==> src/core/ccpu_defines.vh <==
`ifndef CCPU_DEFINES_VH
`define CCPU_DEFINES_VH
// register offsets (byte address on the plain port)
`define CCPU_OFF_FLAGS 8'h0C
`define CCPU_OFF_TCOUNT 8'h11
`define CCPU_OFF_TCTRL 8'h12
`define CCPU_OFF_CAPLO 8'h15
`define CCPU_OFF_CAPHI 8'h16
`define CCPU_OFF_UCTRL 8'h17
`define CCPU_OFF_ENABLES 8'h8C
`define CCPU_OFF_PERIOD 8'h92
// field positions
`define CCPU_FLAG_UNIT 2
`define CCPU_FLAG_TIMER 1
`define CCPU_TC_RUN 2
// reset values
`define CCPU_RST_PERIOD 8'hFF
`define CCPU_RST_ZERO 8'h00
// mode codes
`define CCPU_M_OFF 4'h0
`define CCPU_M_CAP_FALL 4'h4
`define CCPU_M_CAP_RISE 4'h5
`define CCPU_M_CAP_R4 4'h6
`define CCPU_M_CAP_R16 4'h7
`define CCPU_M_CMP_HIGH 4'h8
`define CCPU_M_CMP_LOW 4'h9
`define CCPU_M_CMP_SOFT 4'hA
`define CCPU_M_CMP_TRIG 4'hB
`endif

==> src/core/ccpu_top.v <==
// Strobed register access was left to the implementer.
`timescale 1ns/1ps
`include "ccpu_defines.vh"
// Overview of operation
// - bits 6-3 pick postscale 1:1 to 1:16
// - bits 1-0 pick prescale 1, 4, 16
// - control bit 7 reads zero, ignores writes
// - one 16-bit capture/compare/duty register
// - register reached as low and high bytes
// - capture/compare use wide timer, pwm periodic
// - mode 1011 match fires special event trigger
// - mode 0000 turns unit off, resets it
// - pwm duty is low byte plus bits 5-4
// - soft compare mode sets flag only
// - unit control mode in bits 3-0
// - capture copies wide timer, sets flag
// - capture on fall, rise, 4th, 16th rise
// - period match clears timer, sets pin unless duty is zero, loads duty
// - timer counts to period, match feeds postscaler
module ccpu_top (
  input wire ref_clk_in, // 100 MHz clock
  input wire reset_in, // async reset, active high
  input wire [7:0] addr_in, // register address
  input wire [7:0] wdata_in, // write data
  input wire wr_in, // write strobe
  input wire rd_in, // read strobe
  output reg [7:0] rdata_out, // read data, cycle after rd_in
  input wire pin_in, // capture pin level, asynchronous
  input wire [15:0] wide_timer_count_in, // wide timer value
  output reg pin_out, // compare/pwm output level
  output reg wide_timer_reset_out, // special event: clear wide timer
  output reg adc_start_out, // special event: start conversion
  output reg unit_event_flag_out, // unit event flag
  output reg periodic_timer_flag_out // periodic timer flag
);
  reg [7:0] count_q;
  reg [6:0] tctrl_q;
  reg [7:0] period_q;
  reg [5:0] uctrl_q;
  reg [7:0] cap_lo_q;
  reg [7:0] cap_hi_q;
  reg [1:0] duty_lat_q;
  reg [3:0] pre_q;
  reg [3:0] post_q;
  reg [3:0] cap_pre_q;
  reg [1:0] flags_q;
  reg [1:0] enables_q;
  reg pin_s1_q;
  reg pin_s2_q;
  reg pin_s3_q;
  reg pin_q;
  reg [3:0] last_mode_q;
  wire [3:0] mode = uctrl_q[3:0];
  wire is_pwm = (mode[3:2] == 2'b11);
  wire is_cap = (mode[3:2] == 2'b01);
  wire is_cmp = (mode[3:2] == 2'b10);
  wire wr_count = wr_in && (addr_in == `CCPU_OFF_TCOUNT);
  wire wr_tctrl = wr_in && (addr_in == `CCPU_OFF_TCTRL);
  wire wr_uctrl = wr_in && (addr_in == `CCPU_OFF_UCTRL);
  wire wr_flags = wr_in && (addr_in == `CCPU_OFF_FLAGS);
  wire wr_lo = wr_in && (addr_in == `CCPU_OFF_CAPLO);
  wire wr_hi = wr_in && (addr_in == `CCPU_OFF_CAPHI);
  // prescale terminal count: 1, 4 or 16 clocks per tick
  reg [3:0] pre_term;
  always @* begin
    case (tctrl_q[1:0])
      2'b00: pre_term = 4'h0;
      2'b01: pre_term = 4'h3;
      default: pre_term = 4'hF;
    endcase
  end
  wire tick = tctrl_q[`CCPU_TC_RUN] && (pre_q == pre_term);
  wire match = tick && (count_q == period_q);
  wire post_done = match && (post_q == tctrl_q[6:3]);
  // pin edges from the synchronised copy only
  wire rise = pin_s2_q && !pin_s3_q;
  wire fall = !pin_s2_q && pin_s3_q;
  reg cap_evt;
  always @* begin
    case (mode)
      `CCPU_M_CAP_FALL: cap_evt = fall;
      `CCPU_M_CAP_RISE: cap_evt = rise;
      `CCPU_M_CAP_R4: cap_evt = rise && (cap_pre_q[1:0] == 2'h3);
      `CCPU_M_CAP_R16: cap_evt = rise && (cap_pre_q == 4'hF);
      default: cap_evt = 1'b0;
    endcase
  end
  // compare uses the wide timer as time base
  wire cmp_hit = is_cmp && ({cap_hi_q, cap_lo_q} == wide_timer_count_in);
  wire trig = cmp_hit && (mode == `CCPU_M_CMP_TRIG);
  // 10-bit pwm compare: high byte plus latch against count plus prescale
  // the two fine bits are the top two bits of whichever prescale is in use;
  // at prescale 1 the prescaler never leaves zero, so they stay zero
  wire [1:0] pre_fine = tctrl_q[1] ? pre_q[3:2] : pre_q[1:0];
  wire [9:0] pwm_pos = {count_q, pre_fine};
  wire [9:0] duty_now = {cap_hi_q, duty_lat_q};
  wire duty_zero = ({cap_lo_q, uctrl_q[5:4]} == 10'h000);
  // synchroniser for the asynchronous capture pin
  always @(posedge ref_clk_in or posedge reset_in) begin
    if (reset_in) begin
      pin_s1_q <= 1'b0;
      pin_s2_q <= 1'b0;
      pin_s3_q <= 1'b0;
    end else begin
      pin_s1_q <= pin_in;
      pin_s2_q <= pin_s1_q;
      pin_s3_q <= pin_s2_q;
    end
  end
  // periodic timer, prescaler and postscaler
  always @(posedge ref_clk_in or posedge reset_in) begin
    if (reset_in) begin
      count_q <= `CCPU_RST_ZERO;
      tctrl_q <= 7'h00;
      period_q <= `CCPU_RST_PERIOD;
      pre_q <= 4'h0;
      post_q <= 4'h0;
    end else begin
      if (wr_tctrl)
        tctrl_q <= wdata_in[6:0];
      if (wr_in && addr_in == `CCPU_OFF_PERIOD)
        period_q <= wdata_in;
      // writes to count or control clear both scalers
      if (wr_count || wr_tctrl) begin
        pre_q <= 4'h0;
        post_q <= 4'h0;
      end else begin
        if (tctrl_q[`CCPU_TC_RUN])
          pre_q <= tick ? 4'h0 : pre_q + 4'h1;
        if (match)
          post_q <= post_done ? 4'h0 : post_q + 4'h1;
      end
      if (wr_count)
        count_q <= wdata_in;
      else if (match)
        count_q <= 8'h00;
      else if (tick)
        count_q <= count_q + 8'h01;
    end
  end
  // unit control, capture pair and capture prescaler
  always @(posedge ref_clk_in or posedge reset_in) begin
    if (reset_in) begin
      uctrl_q <= 6'h00;
      cap_lo_q <= 8'h00;
      cap_hi_q <= 8'h00;
      duty_lat_q <= 2'h0;
      cap_pre_q <= 4'h0;
      last_mode_q <= 4'h0;
    end else begin
      last_mode_q <= mode;
      if (wr_uctrl)
        uctrl_q <= wdata_in[5:0];
      if (wr_lo)
        cap_lo_q <= wdata_in;
      // high byte is read-only in pwm mode
      if (wr_hi && !is_pwm)
        cap_hi_q <= wdata_in;
      if (is_cap && cap_evt) begin
        cap_lo_q <= wide_timer_count_in[7:0];
        cap_hi_q <= wide_timer_count_in[15:8];
      end
      if (is_pwm && match) begin
        cap_hi_q <= cap_lo_q;
        duty_lat_q <= uctrl_q[5:4];
      end
      // prescaler clears when off or outside capture
      if (!is_cap || mode == `CCPU_M_OFF)
        cap_pre_q <= 4'h0;
      else if (rise)
        cap_pre_q <= cap_pre_q + 4'h1;
    end
  end
  // flags: hardware set wins over software clear
  always @(posedge ref_clk_in or posedge reset_in) begin
    if (reset_in) begin
      flags_q <= 2'h0;
      enables_q <= 2'h0;
    end else begin
      if (wr_in && addr_in == `CCPU_OFF_ENABLES)
        enables_q <= wdata_in[2:1];
      flags_q[1] <= (wr_flags ? wdata_in[`CCPU_FLAG_UNIT] : flags_q[1])
        | (is_cap && cap_evt) | cmp_hit;
      flags_q[0] <= (wr_flags ? wdata_in[`CCPU_FLAG_TIMER] : flags_q[0])
        | post_done;
    end
  end
  // output latch: off mode forces low
  always @(posedge ref_clk_in or posedge reset_in) begin
    if (reset_in) begin
      pin_q <= 1'b0;
    end else if (mode == `CCPU_M_OFF) begin
      pin_q <= 1'b0;
    end else if (is_pwm) begin
      if (match)
        pin_q <= !duty_zero;
      else if (tick && (pwm_pos + 10'h001 == duty_now))
        pin_q <= 1'b0;
    end else if (cmp_hit && mode == `CCPU_M_CMP_HIGH) begin
      pin_q <= 1'b1;
    end else if (cmp_hit && mode == `CCPU_M_CMP_LOW) begin
      pin_q <= 1'b0;
    end else if (is_cmp && last_mode_q != mode) begin
      pin_q <= pin_q; // soft and trigger modes leave the pin alone
    end
  end
  // registered outputs and read port
  always @(posedge ref_clk_in or posedge reset_in) begin
    if (reset_in) begin
      rdata_out <= 8'h00;
      pin_out <= 1'b0;
      wide_timer_reset_out <= 1'b0;
      adc_start_out <= 1'b0;
      unit_event_flag_out <= 1'b0;
      periodic_timer_flag_out <= 1'b0;
    end else begin
      pin_out <= pin_q;
      wide_timer_reset_out <= trig;
      adc_start_out <= trig;
      unit_event_flag_out <= flags_q[1];
      periodic_timer_flag_out <= flags_q[0];
      rdata_out <= 8'h00;
      if (rd_in) begin
        case (addr_in)
          `CCPU_OFF_FLAGS: rdata_out <= {5'h00, flags_q, 1'b0};
          `CCPU_OFF_TCOUNT: rdata_out <= count_q;
          `CCPU_OFF_TCTRL: rdata_out <= {1'b0, tctrl_q};
          `CCPU_OFF_CAPLO: rdata_out <= cap_lo_q;
          `CCPU_OFF_CAPHI: rdata_out <= cap_hi_q;
          `CCPU_OFF_UCTRL: rdata_out <= {2'b00, uctrl_q};
          `CCPU_OFF_ENABLES: rdata_out <= {5'h00, enables_q, 1'b0};
          `CCPU_OFF_PERIOD: rdata_out <= period_q;
          default: rdata_out <= 8'h00;
        endcase
      end
    end
  end
endmodule

==> config.mk <==
export PLATFORM = sky130hd
export DESIGN_NAME = ccpu_top
export DESIGN_NICKNAME = d
export VERILOG_FILES = /design/src/core/ccpu_top.v
export VERILOG_INCLUDE_DIRS = /design/src /design/src/core
export SDC_FILE = /design/constraint.sdc
export NUM_CORES = 1
export LEC_CHECK = 0
export ABC_CLOCK_PERIOD_IN_PS = 5200
export BUFFER_PORTS_ARGS = -buffer_cell sky130_fd_sc_hd__buf_2
export CAP_MARGIN = 10
export CORE_ASPECT_RATIO = 1.2
export CORE_MARGIN = 3
export CORE_UTILIZATION = 50
export DETAILED_ROUTE_END_ITERATION = 10
export GPL_ROUTABILITY_DRIVEN = 0
export MAX_ROUTING_LAYER = met4
export PLACE_DENSITY = 0.67
export REMOVE_ABC_BUFFERS = 1
export SYNTH_ARGS = -nofsm -noshare
export SYNTH_HDL_FRONTEND = slang
export SYNTH_SLANG_ARGS = --single-unit
==> constraint.sdc <==
create_clock -name ref_clk_in -period 5.2 [get_ports ref_clk_in]
set_input_delay 0.26 -clock ref_clk_in [delete_from_list [all_inputs] [get_ports ref_clk_in]]
set_output_delay 0.26 -clock ref_clk_in [all_outputs]
set_load 0.05 [all_outputs]
==> results of run 1 <==
-- layout by cell type (no fill, tap or decap), types with 9 or more instances in the layout --
| cell | count |
|---|---|
| dfrtp_1 | 71 |
| clkbuf_8 | 9 |
| a22oi_1 | 11 |
| nor2_1 | 30 |
| o21ai_0 | 19 |
| mux2_2 | 38 |
| a21oi_1 | 25 |
| nand2_1 | 34 |
| nand4_1 | 10 |
| mux2i_1 | 30 |
| xnor2_1 | 29 |
| nand3_1 | 15 |
| xor2_1 | 20 |
| buf_2 | 49 |
-- cells by family (layout without fill, tap and decap cells) --
| family | Yosys count | count (layout) | synth area share |
|---|---|---|---|
| AND/OR/NAND/NOR | 140 | 140 | 0.164 |
| multiplexers | 68 | 68 | 0.157 |
| buffers and inverters | 27 | 70 | 0.0277 |
| adder cells (fa/ha/maj) | 5 | 5 | 0.0135 |
| AO/OA/AOI/OAI | 84 | 84 | 0.119 |
| XOR/XNOR | 49 | 49 | 0.0923 |
| flip-flops | 79 | 79 | 0.427 |
-- what timing repair did --
action / 4_1_cts / 5_1_grt
hold buffers: 1 / 0
buffers inserted: 0 / 0
hold endpoints to repair: 1 / 0
-- layer usage --
metal | global-route usage | vias to the layer above | routed length [um]
met3 | 0.0372 | 26 | 516
met5 | - | - | 0
li1 | - | 1725 | -
met2 | 0.393 | 114 | 6020
met4 | 0.111 | 0 | 365
met1 | 0.327 | 1832 | 5370
-- area by class of cell --
type | instances | area [um^2] | share of cell area
multi-input combinational | 346 | 2530 | 0.492
sequential | 79 | 1990 | 0.386
timing repair buffer | 51 | 263 | 0.0511
tap | 117 | 146 | 0.0284
clock buffer | 9 | 124 | 0.0241
clock inverter | 7 | 81.3 | 0.0158
inverter | 3 | 12.5 | 0.00243
-- state kept, by name (all words and copies together) (netlist names), 2 cells and up --
name,cells
enables_q,2
count_q,8
cap_pre_q,4
period_q,8
cap_lo_q,8
uctrl_q,6
tctrl_q,7
post_q,4
duty_lat_q,2
flags_q,2
cap_hi_q,8
pre_q,4
rdata_out,8
-- power by group through the flow --
| stage | combinational (mW) | sequential [mW] | clock (mW) |
|---|---|---|---|
| global route | 0.531 | 0.845 | 0.512 |
| global placement | 0.460 | 0.838 | 0 |
| finish | 0.480 | 0.834 | 0.474 |
| CTS | 0.479 | 0.830 | 0.487 |
| detailed placement | 0.475 | 0.841 | 0 |
| floorplan | 0.365 | 0.797 | 0 |
-- synth_stat cells (all sizes together), types with 2 or more instances --
| master | count | share of area |
|---|---|---|
| a222oi | 2 | 0.0043 |
| nor2 | 30 | 0.024 |
| or4 | 2 | 0.0040 |
| a21o | 2 | 0.0032 |
| ha | 5 | 0.013 |
| a221oi | 2 | 0.0038 |
| mux2i | 30 | 0.065 |
| nor4 | 8 | 0.014 |
| or3 | 3 | 0.0040 |
| a31oi | 5 | 0.0067 |
| nand4 | 10 | 0.013 |
| nor3 | 9 | 0.013 |
| a22oi | 11 | 0.018 |
| o21a | 2 | 0.0032 |
| nand4b | 4 | 0.0075 |
| mux2 | 38 | 0.092 |
| o22a | 3 | 0.0057 |
| o21ai | 19 | 0.020 |
| dfrtp | 71 | 0.38 |
| nand2 | 36 | 0.031 |
| dfstp | 8 | 0.045 |
| and3 | 6 | 0.0081 |
| and2 | 2 | 0.0027 |
| nand3 | 15 | 0.016 |
| inv | 3 | 0.0024 |
| xor2 | 20 | 0.038 |
| xnor2 | 29 | 0.055 |
| o31ai | 5 | 0.0081 |
| nor3b | 3 | 0.0059 |
| buf | 9 | 0.013 |
| a21oi | 26 | 0.030 |
| clkbuf | 15 | 0.012 |
| and4b | 2 | 0.0043 |
| nor2b | 5 | 0.0067 |
-- stage by stage --
step	power, mW	utilization	cells	setup WS, ns	cell area, um^2
2_1_floorplan	1.16	-	428	2.91	4530
3_3_place_gp	1.30	0.561	595	2.76	4930
3_5_place_dp	1.32	0.561	595	2.67	4930
4_1_cts	1.80	0.585	612	2.63	5150
5_1_grt	1.89	0.585	612	2.45	5150
6_report	1.79	0.585	612	2.60	5150
-- worst min-delay path, delay by kind of cell --
kind | cells | cell delay (ns)
buffers and inverters | 1 | 0.09
AO/OA/AOI/OAI | 1 | 0.06
AND/OR/NAND/NOR | 1 | 0.04
-- how the worst max path moves through the flow --
stage                                      start                 endpoint  slack [ns]  cells after the start
final                     tctrl_q[1]$_DFFE_PP0P_   count_q[3]$_DFFE_PP0P_        2.60                      6
after CTS                 tctrl_q[1]$_DFFE_PP0P_   count_q[3]$_DFFE_PP0P_        2.63                      6
after global placement    uctrl_q[0]$_DFFE_PP0P_  cap_hi_q[4]$_DFFE_PP0P_        2.76                      6
after detailed placement  tctrl_q[1]$_DFFE_PP0P_   count_q[3]$_DFFE_PP0P_        2.67                      6
after floorplan             pre_q[0]$_DFFE_PP0P_  cap_hi_q[0]$_DFFE_PP0P_        2.91                      5
after global routing      tctrl_q[1]$_DFFE_PP0P_   count_q[3]$_DFFE_PP0P_        2.45                      6
==> flow_summary.yaml, run 1 <==
status:
  status: "complete, no violations"
setup_path:
  rr_worst_depth: 6
  arrival_ns: 2.89
  path_buf_inv: 0
  critPathRequiredTime_ns: 5.49
  crit_path_start_kind: "register"
  critPathMaxStageDelay_ns: 0.52
  crit_family: "simple AND/OR/NAND/NOR gates"
  endpoint_kind: "register"
  rrSetupSlack_ns: 2.60
  path_max_fanout: 12
  worstReg2RegStart: "tctrl_q[1]$_DFFE_PP0P_"
  crit_chain: "and3_1 -> o221ai_2 -> or3_1 -> nand2_1 -> or3_1 -> a31oi_1"
  rr_endpoint: "count_q[3]$_DFFE_PP0P_"
  critPathKind: "reg -> reg"
  worst_path_max_delay_cell: "o221ai_2"
  cp_common_cell: "or3_1"
synthesis:
  synth_flop_cell: "dfrtp_1"
  synth_seq_area_share: 0.427
  syn-cell-area_um2: 4650
  synth_edf_count: 0
  yosys_warnings: 0
  async_flop_share: 1.00
  synth_cells: 452
  syn-mean-instance-area_um2: 10.3
  ys_ff_latch: 79
  yosysUniqueCellTypes: 58
timing:
  finalMaxSlewViolations: 0
  max_slew_margin: 0.342
  rsz0062_at_grt: "false"
  finalClockSkew_ns: 0.0174
  hold_viol_final: 0
  timing.fmax_ghz: 0.384
  layout_min_cycle_time_ns: 2.60
  setup_viol: 0
  tns_ns: 0
  tightest_slew_ns: 0.987
  hold_ws_ns: 0.124
  fin_crit_sh: 0.500
route:
  wl_per_cell_um: 20.1
  antenna_left: 0
  totalWireLength_um: 12300
  vias_per_cell: 6.04
  drt_iter0_markers: 304
  drc: 0
  dr.pass1.iters: 5
  via_count: 3697
global_routing:
  overflow: 0
  antenna_found_initial: 0
  grt_pass1_vias: 3581
  grt_pass1_wl_um: 19500
  grt_util_all_layers: 0.253
  grt_start_max_net_pins: 80
power_and_ir_drop:
  p_leak_nw: 2.27
  power_density_nw_per_um2: 347
  seqPwrFrac: 0.466
  power_frac_comb: 0.268
  clkPwrFrac: 0.265
  vdd_drop_max_mv: 0.187
  sw_frac_of_total: 0.354
  p_int_mw: 1.15
  switching_power_uw: 633
clocking:
  root_buffer: "clkbuf_8"
  clk_path_buf_depth: 2
  ctsHtreeMaxLevel: 3
  ctsResizeCount: 0
  cts_buffers: 9
  clock_latency_ns: 0.38
  cts_sinks: 79
  clk_pin_slew_ns: 0.08
  tritoncts: "done"
floorplanning:
  start_util: 0.528
  die_w_um: 94.0
  core_area_um2: 8800
  num_rows: 37
  die_h_um: 112
  io_pins: 50
  dieArea_um2: 10500
final_layout:
  final_layout_size_suffix_gt1_frac: 0.253
  antenna_cells: 0
  nets: 532
  area_growth_pct: 10.7
  num-fill-cells: 777
min_path:
  whs_path_depth: 3
  hp-start: "wide_timer_count_in[4]"
  min_to: "cap_lo_q[4]$_DFFE_PP0P_"
  min_path_type: "in -> reg"
place:
  portBuffers: 49
  dpl.hpwl_um: 8950
job:
  max_cap_viol_count: 0
No activity file was read; power rests on OpenSTA's default activity.
==> run 2, diff against run 1 <==
Settings changed: ABC_AREA from default to 1, ABC_CLOCK_PERIOD_IN_PS 5200 to 2200, PLACE_DENSITY 0.67 to 0.69.
Clock period 5.2 ns to 2.2 ns, I/O delays scaled along.
==> flow_summary.yaml, run 2 <==
clocking:
  tritoncts: "done"
  clk_pin_slew_ns: 0.08
  cts_sinks: 79
  clock_latency_ns: 0.37
  root_buffer: "clkbuf_8"
  cts_buffers: 9
  clk_path_buf_depth: 2
  ctsHtreeMaxLevel: 3
global_routing:
  grt_util_all_layers: 0.277
  grt_pass1_wl_um: 22400
  grt_pass1_vias: 4477
  grt_start_max_net_pins: 80
  overflow: 0
  antenna_found_initial: 0
status:
  status: "complete, no violations"
floorplanning:
  die_h_um: 114
  num_rows: 38
  io_pins: 50
  core_area_um2: 9220
  dieArea_um2: 10900
  die_w_um: 95.9
  start_util: 0.526
timing:
  finalClockSkew_ns: 0.0145
  fin_crit_sh: 0.880
  tns_ns: 0
  hold_viol_final: 0
  finalMaxSlewViolations: 0
  timing.fmax_ghz: 0.516
  setup_viol: 0
  max_slew_margin: 0.711
  rsz0062_at_grt: "false"
  tightest_slew_ns: 0.434
  layout_min_cycle_time_ns: 1.94
final_layout:
  nets: 742
  final_common_cell: "nand2_1"
  fin_cells: 825
  final_layout_size_suffix_gt1_frac: 0.173
  final_cell_mix: "nand2_1 (189), inv_1 (72), dfrtp_1 (70)"
  register_area_um2: 1990
  antenna_cells: 0
  final_cell_area_um2: 5470
  area_growth_pct: 12.8
  multi_input_area_um2: 2440
  num-fill-cells: 873
synthesis:
  netlist_top_cells_count: "nand2_1 (190), inv_1 (73), dfrtp_1 (71)"
  yosysTopAreaCell: "dfrtp_1"
  syn-mean-instance-area_um2: 7.53
  syn-cell-area_um2: 4850
  ys_ff_latch: 79
  yosysUniqueCellTypes: 41
  yosysMostFrequentCell: "nand2_1"
  async_flop_share: 1.00
  synth_seq_area_share: 0.410
  synth_cells: 644
  synth_edf_count: 0
  yosys.area.top_type_share: 0.366
  ys_top_cells_by_area: "dfrtp_1 (37%), nand2_1 (15%), inv_1 (5.6%)"
  synth_flop_cell: "dfrtp_1"
  yosys_warnings: 0
route:
  dr.pass1.iters: 6
  totalWireLength_um: 14000
  antenna_left: 0
  drt_iter0_markers: 437
  vias_per_cell: 5.63
  via_count: 4647
  wl_per_cell_um: 17.0
  drc: 0
power_and_ir_drop:
  p_leak_nw: 2.68
  finalPower_mw: 4.73
  power_density_nw_per_um2: 864
  vdd_drop_max_mv: 0.462
place:
  portBuffers: 49
  place_inst: 804
  dpl.hpwl_um: 10800
  dpl-instance-area_um2: 5200
setup_path:
  endpoint_kind: "register"
  crit_path_start_kind: "register"
  critPathRequiredTime_ns: 2.46
  path_max_fanout: 6
  critPathKind: "reg -> reg"
  arrival_ns: 2.19
min_path:
  min_path_type: "in -> reg"
job:
  max_cap_viol_count: 0
[run 2: cell types whose count changed in the layout (fill, tap and decap cells not counted), sizes merged, moves of 9 or more]
cell / before / now
nand3: 15 / 40
o21ai: 19 / 49
mux2i: 30 / 0
nand2: 36 / 197
nor2: 30 / 64
a22oi: 11 / 0
o22ai: 0 / 11
mux2: 38 / 0
xnor2: 29 / 16
a21oi: 26 / 7
o221ai: 1 / 10
inv: 4 / 85
[run 2: worst max-delay path, cell delays in order, from the launching register on]
cell and delay (ns):
dfrtp_1 0.45, nand2_1 0.12, nand2_1 0.08, ha_2 0.21, inv_1 0.09, nand2_1 0.08
nand3_1 0.08, nand2_1 0.05, nor2_1 0.12, nand3_1 0.09, nor2_1 0.09, nand3_1 0.12
nand2_1 0.09, nand2_1 0.06, nand2_1 0.06, nand2_1 0.05
[run 2: repair_timing]
action                                  CTS  global route
buffers inserted                          0             1
hold endpoints to repair                 74             0
hold buffers                              4             0
resized for setup                         0             3
endpoints found under the setup margin    0             1
[run 2: power by group]
part	internal (mW)	switching (mW)	total, mW	leakage [nW]
combinational	0.592	0.909	1.50	1.59
clock	0.647	0.582	1.23	0.107
sequential	1.68	0.320	2.00	0.982
[run 2: logic make-up after synthesis]
family / Yosys count / synth area share
adders and majority gates: 5 / 0.0129
buffers and inverters: 100 / 0.0882
and+or+nand+nor: 326 / 0.296
xor gates and xnor gates: 33 / 0.0596
DFF: 79 / 0.410
AOI/OAI and AO/OA: 101 / 0.134
[run 2: path summary, 6_finish.rpt]
| check | slack, ns | to | cells past startpoint | start |
|---|---|---|---|---|
| setup / recovery | 0.26 | pin_q$_DFFE_PP0P_ | 15 | pre_q[0]$_DFFE_PP0P_ |
| hold / removal | 0.02 | tctrl_q[0]$_DFFE_PP0P_ | 3 | wdata_in[0] |
| setup reg to reg | 0.26 | pin_q$_DFFE_PP0P_ | 15 | pre_q[0]$_DFFE_PP0P_ |
| hold reg to reg | 0.38 | pin_s2_q$_DFF_PP0_ | 0 | pin_s1_q$_DFF_PP0_ |
| max in group asynchronous | 1.48 | period_q[7]$_DFFE_PP1P_ | 4 | reset_in |
| min in group asynchronous | 0.37 | flags_q[0]$_DFF_PP0_ | 4 | reset_in |
[run 2: stage by stage]
| stage | hold slack [ns] | util | setup WS (ns) |
|---|---|---|---|
| after floorplan | 0.141 | - | 0.0799 |
| after global placement | 0.220 | 0.563 | 0.174 |
| after detailed placement | 0.220 | 0.563 | 0.153 |
| after CTS | 0.0115 | 0.592 | 0.144 |
| after global routing | 0.0141 | 0.593 | 0.0395 |
| final | 0.0235 | 0.593 | 0.263 |
[run 2: per-layer routing]
layer,part of all wire,GRT usage,vias up,routed length (um)
met3,0.075,0.0409,45,1050
met5,0,-,-,0
met2,0.48,0.440,224,6700
met4,0.038,0.120,0,533
li1,-,-,2226,-
met1,0.41,0.350,2152,5760
[run 2: layout make-up]
class	count	share of cell area
Multi-Input combinational cell	465	0.446
Sequential cell	79	0.363
Timing Repair Buffer	60	0.0640
Inverter	85	0.0585
Tap cell	120	0.0274
Clock buffer	10	0.0233
Clock inverter	6	0.0172
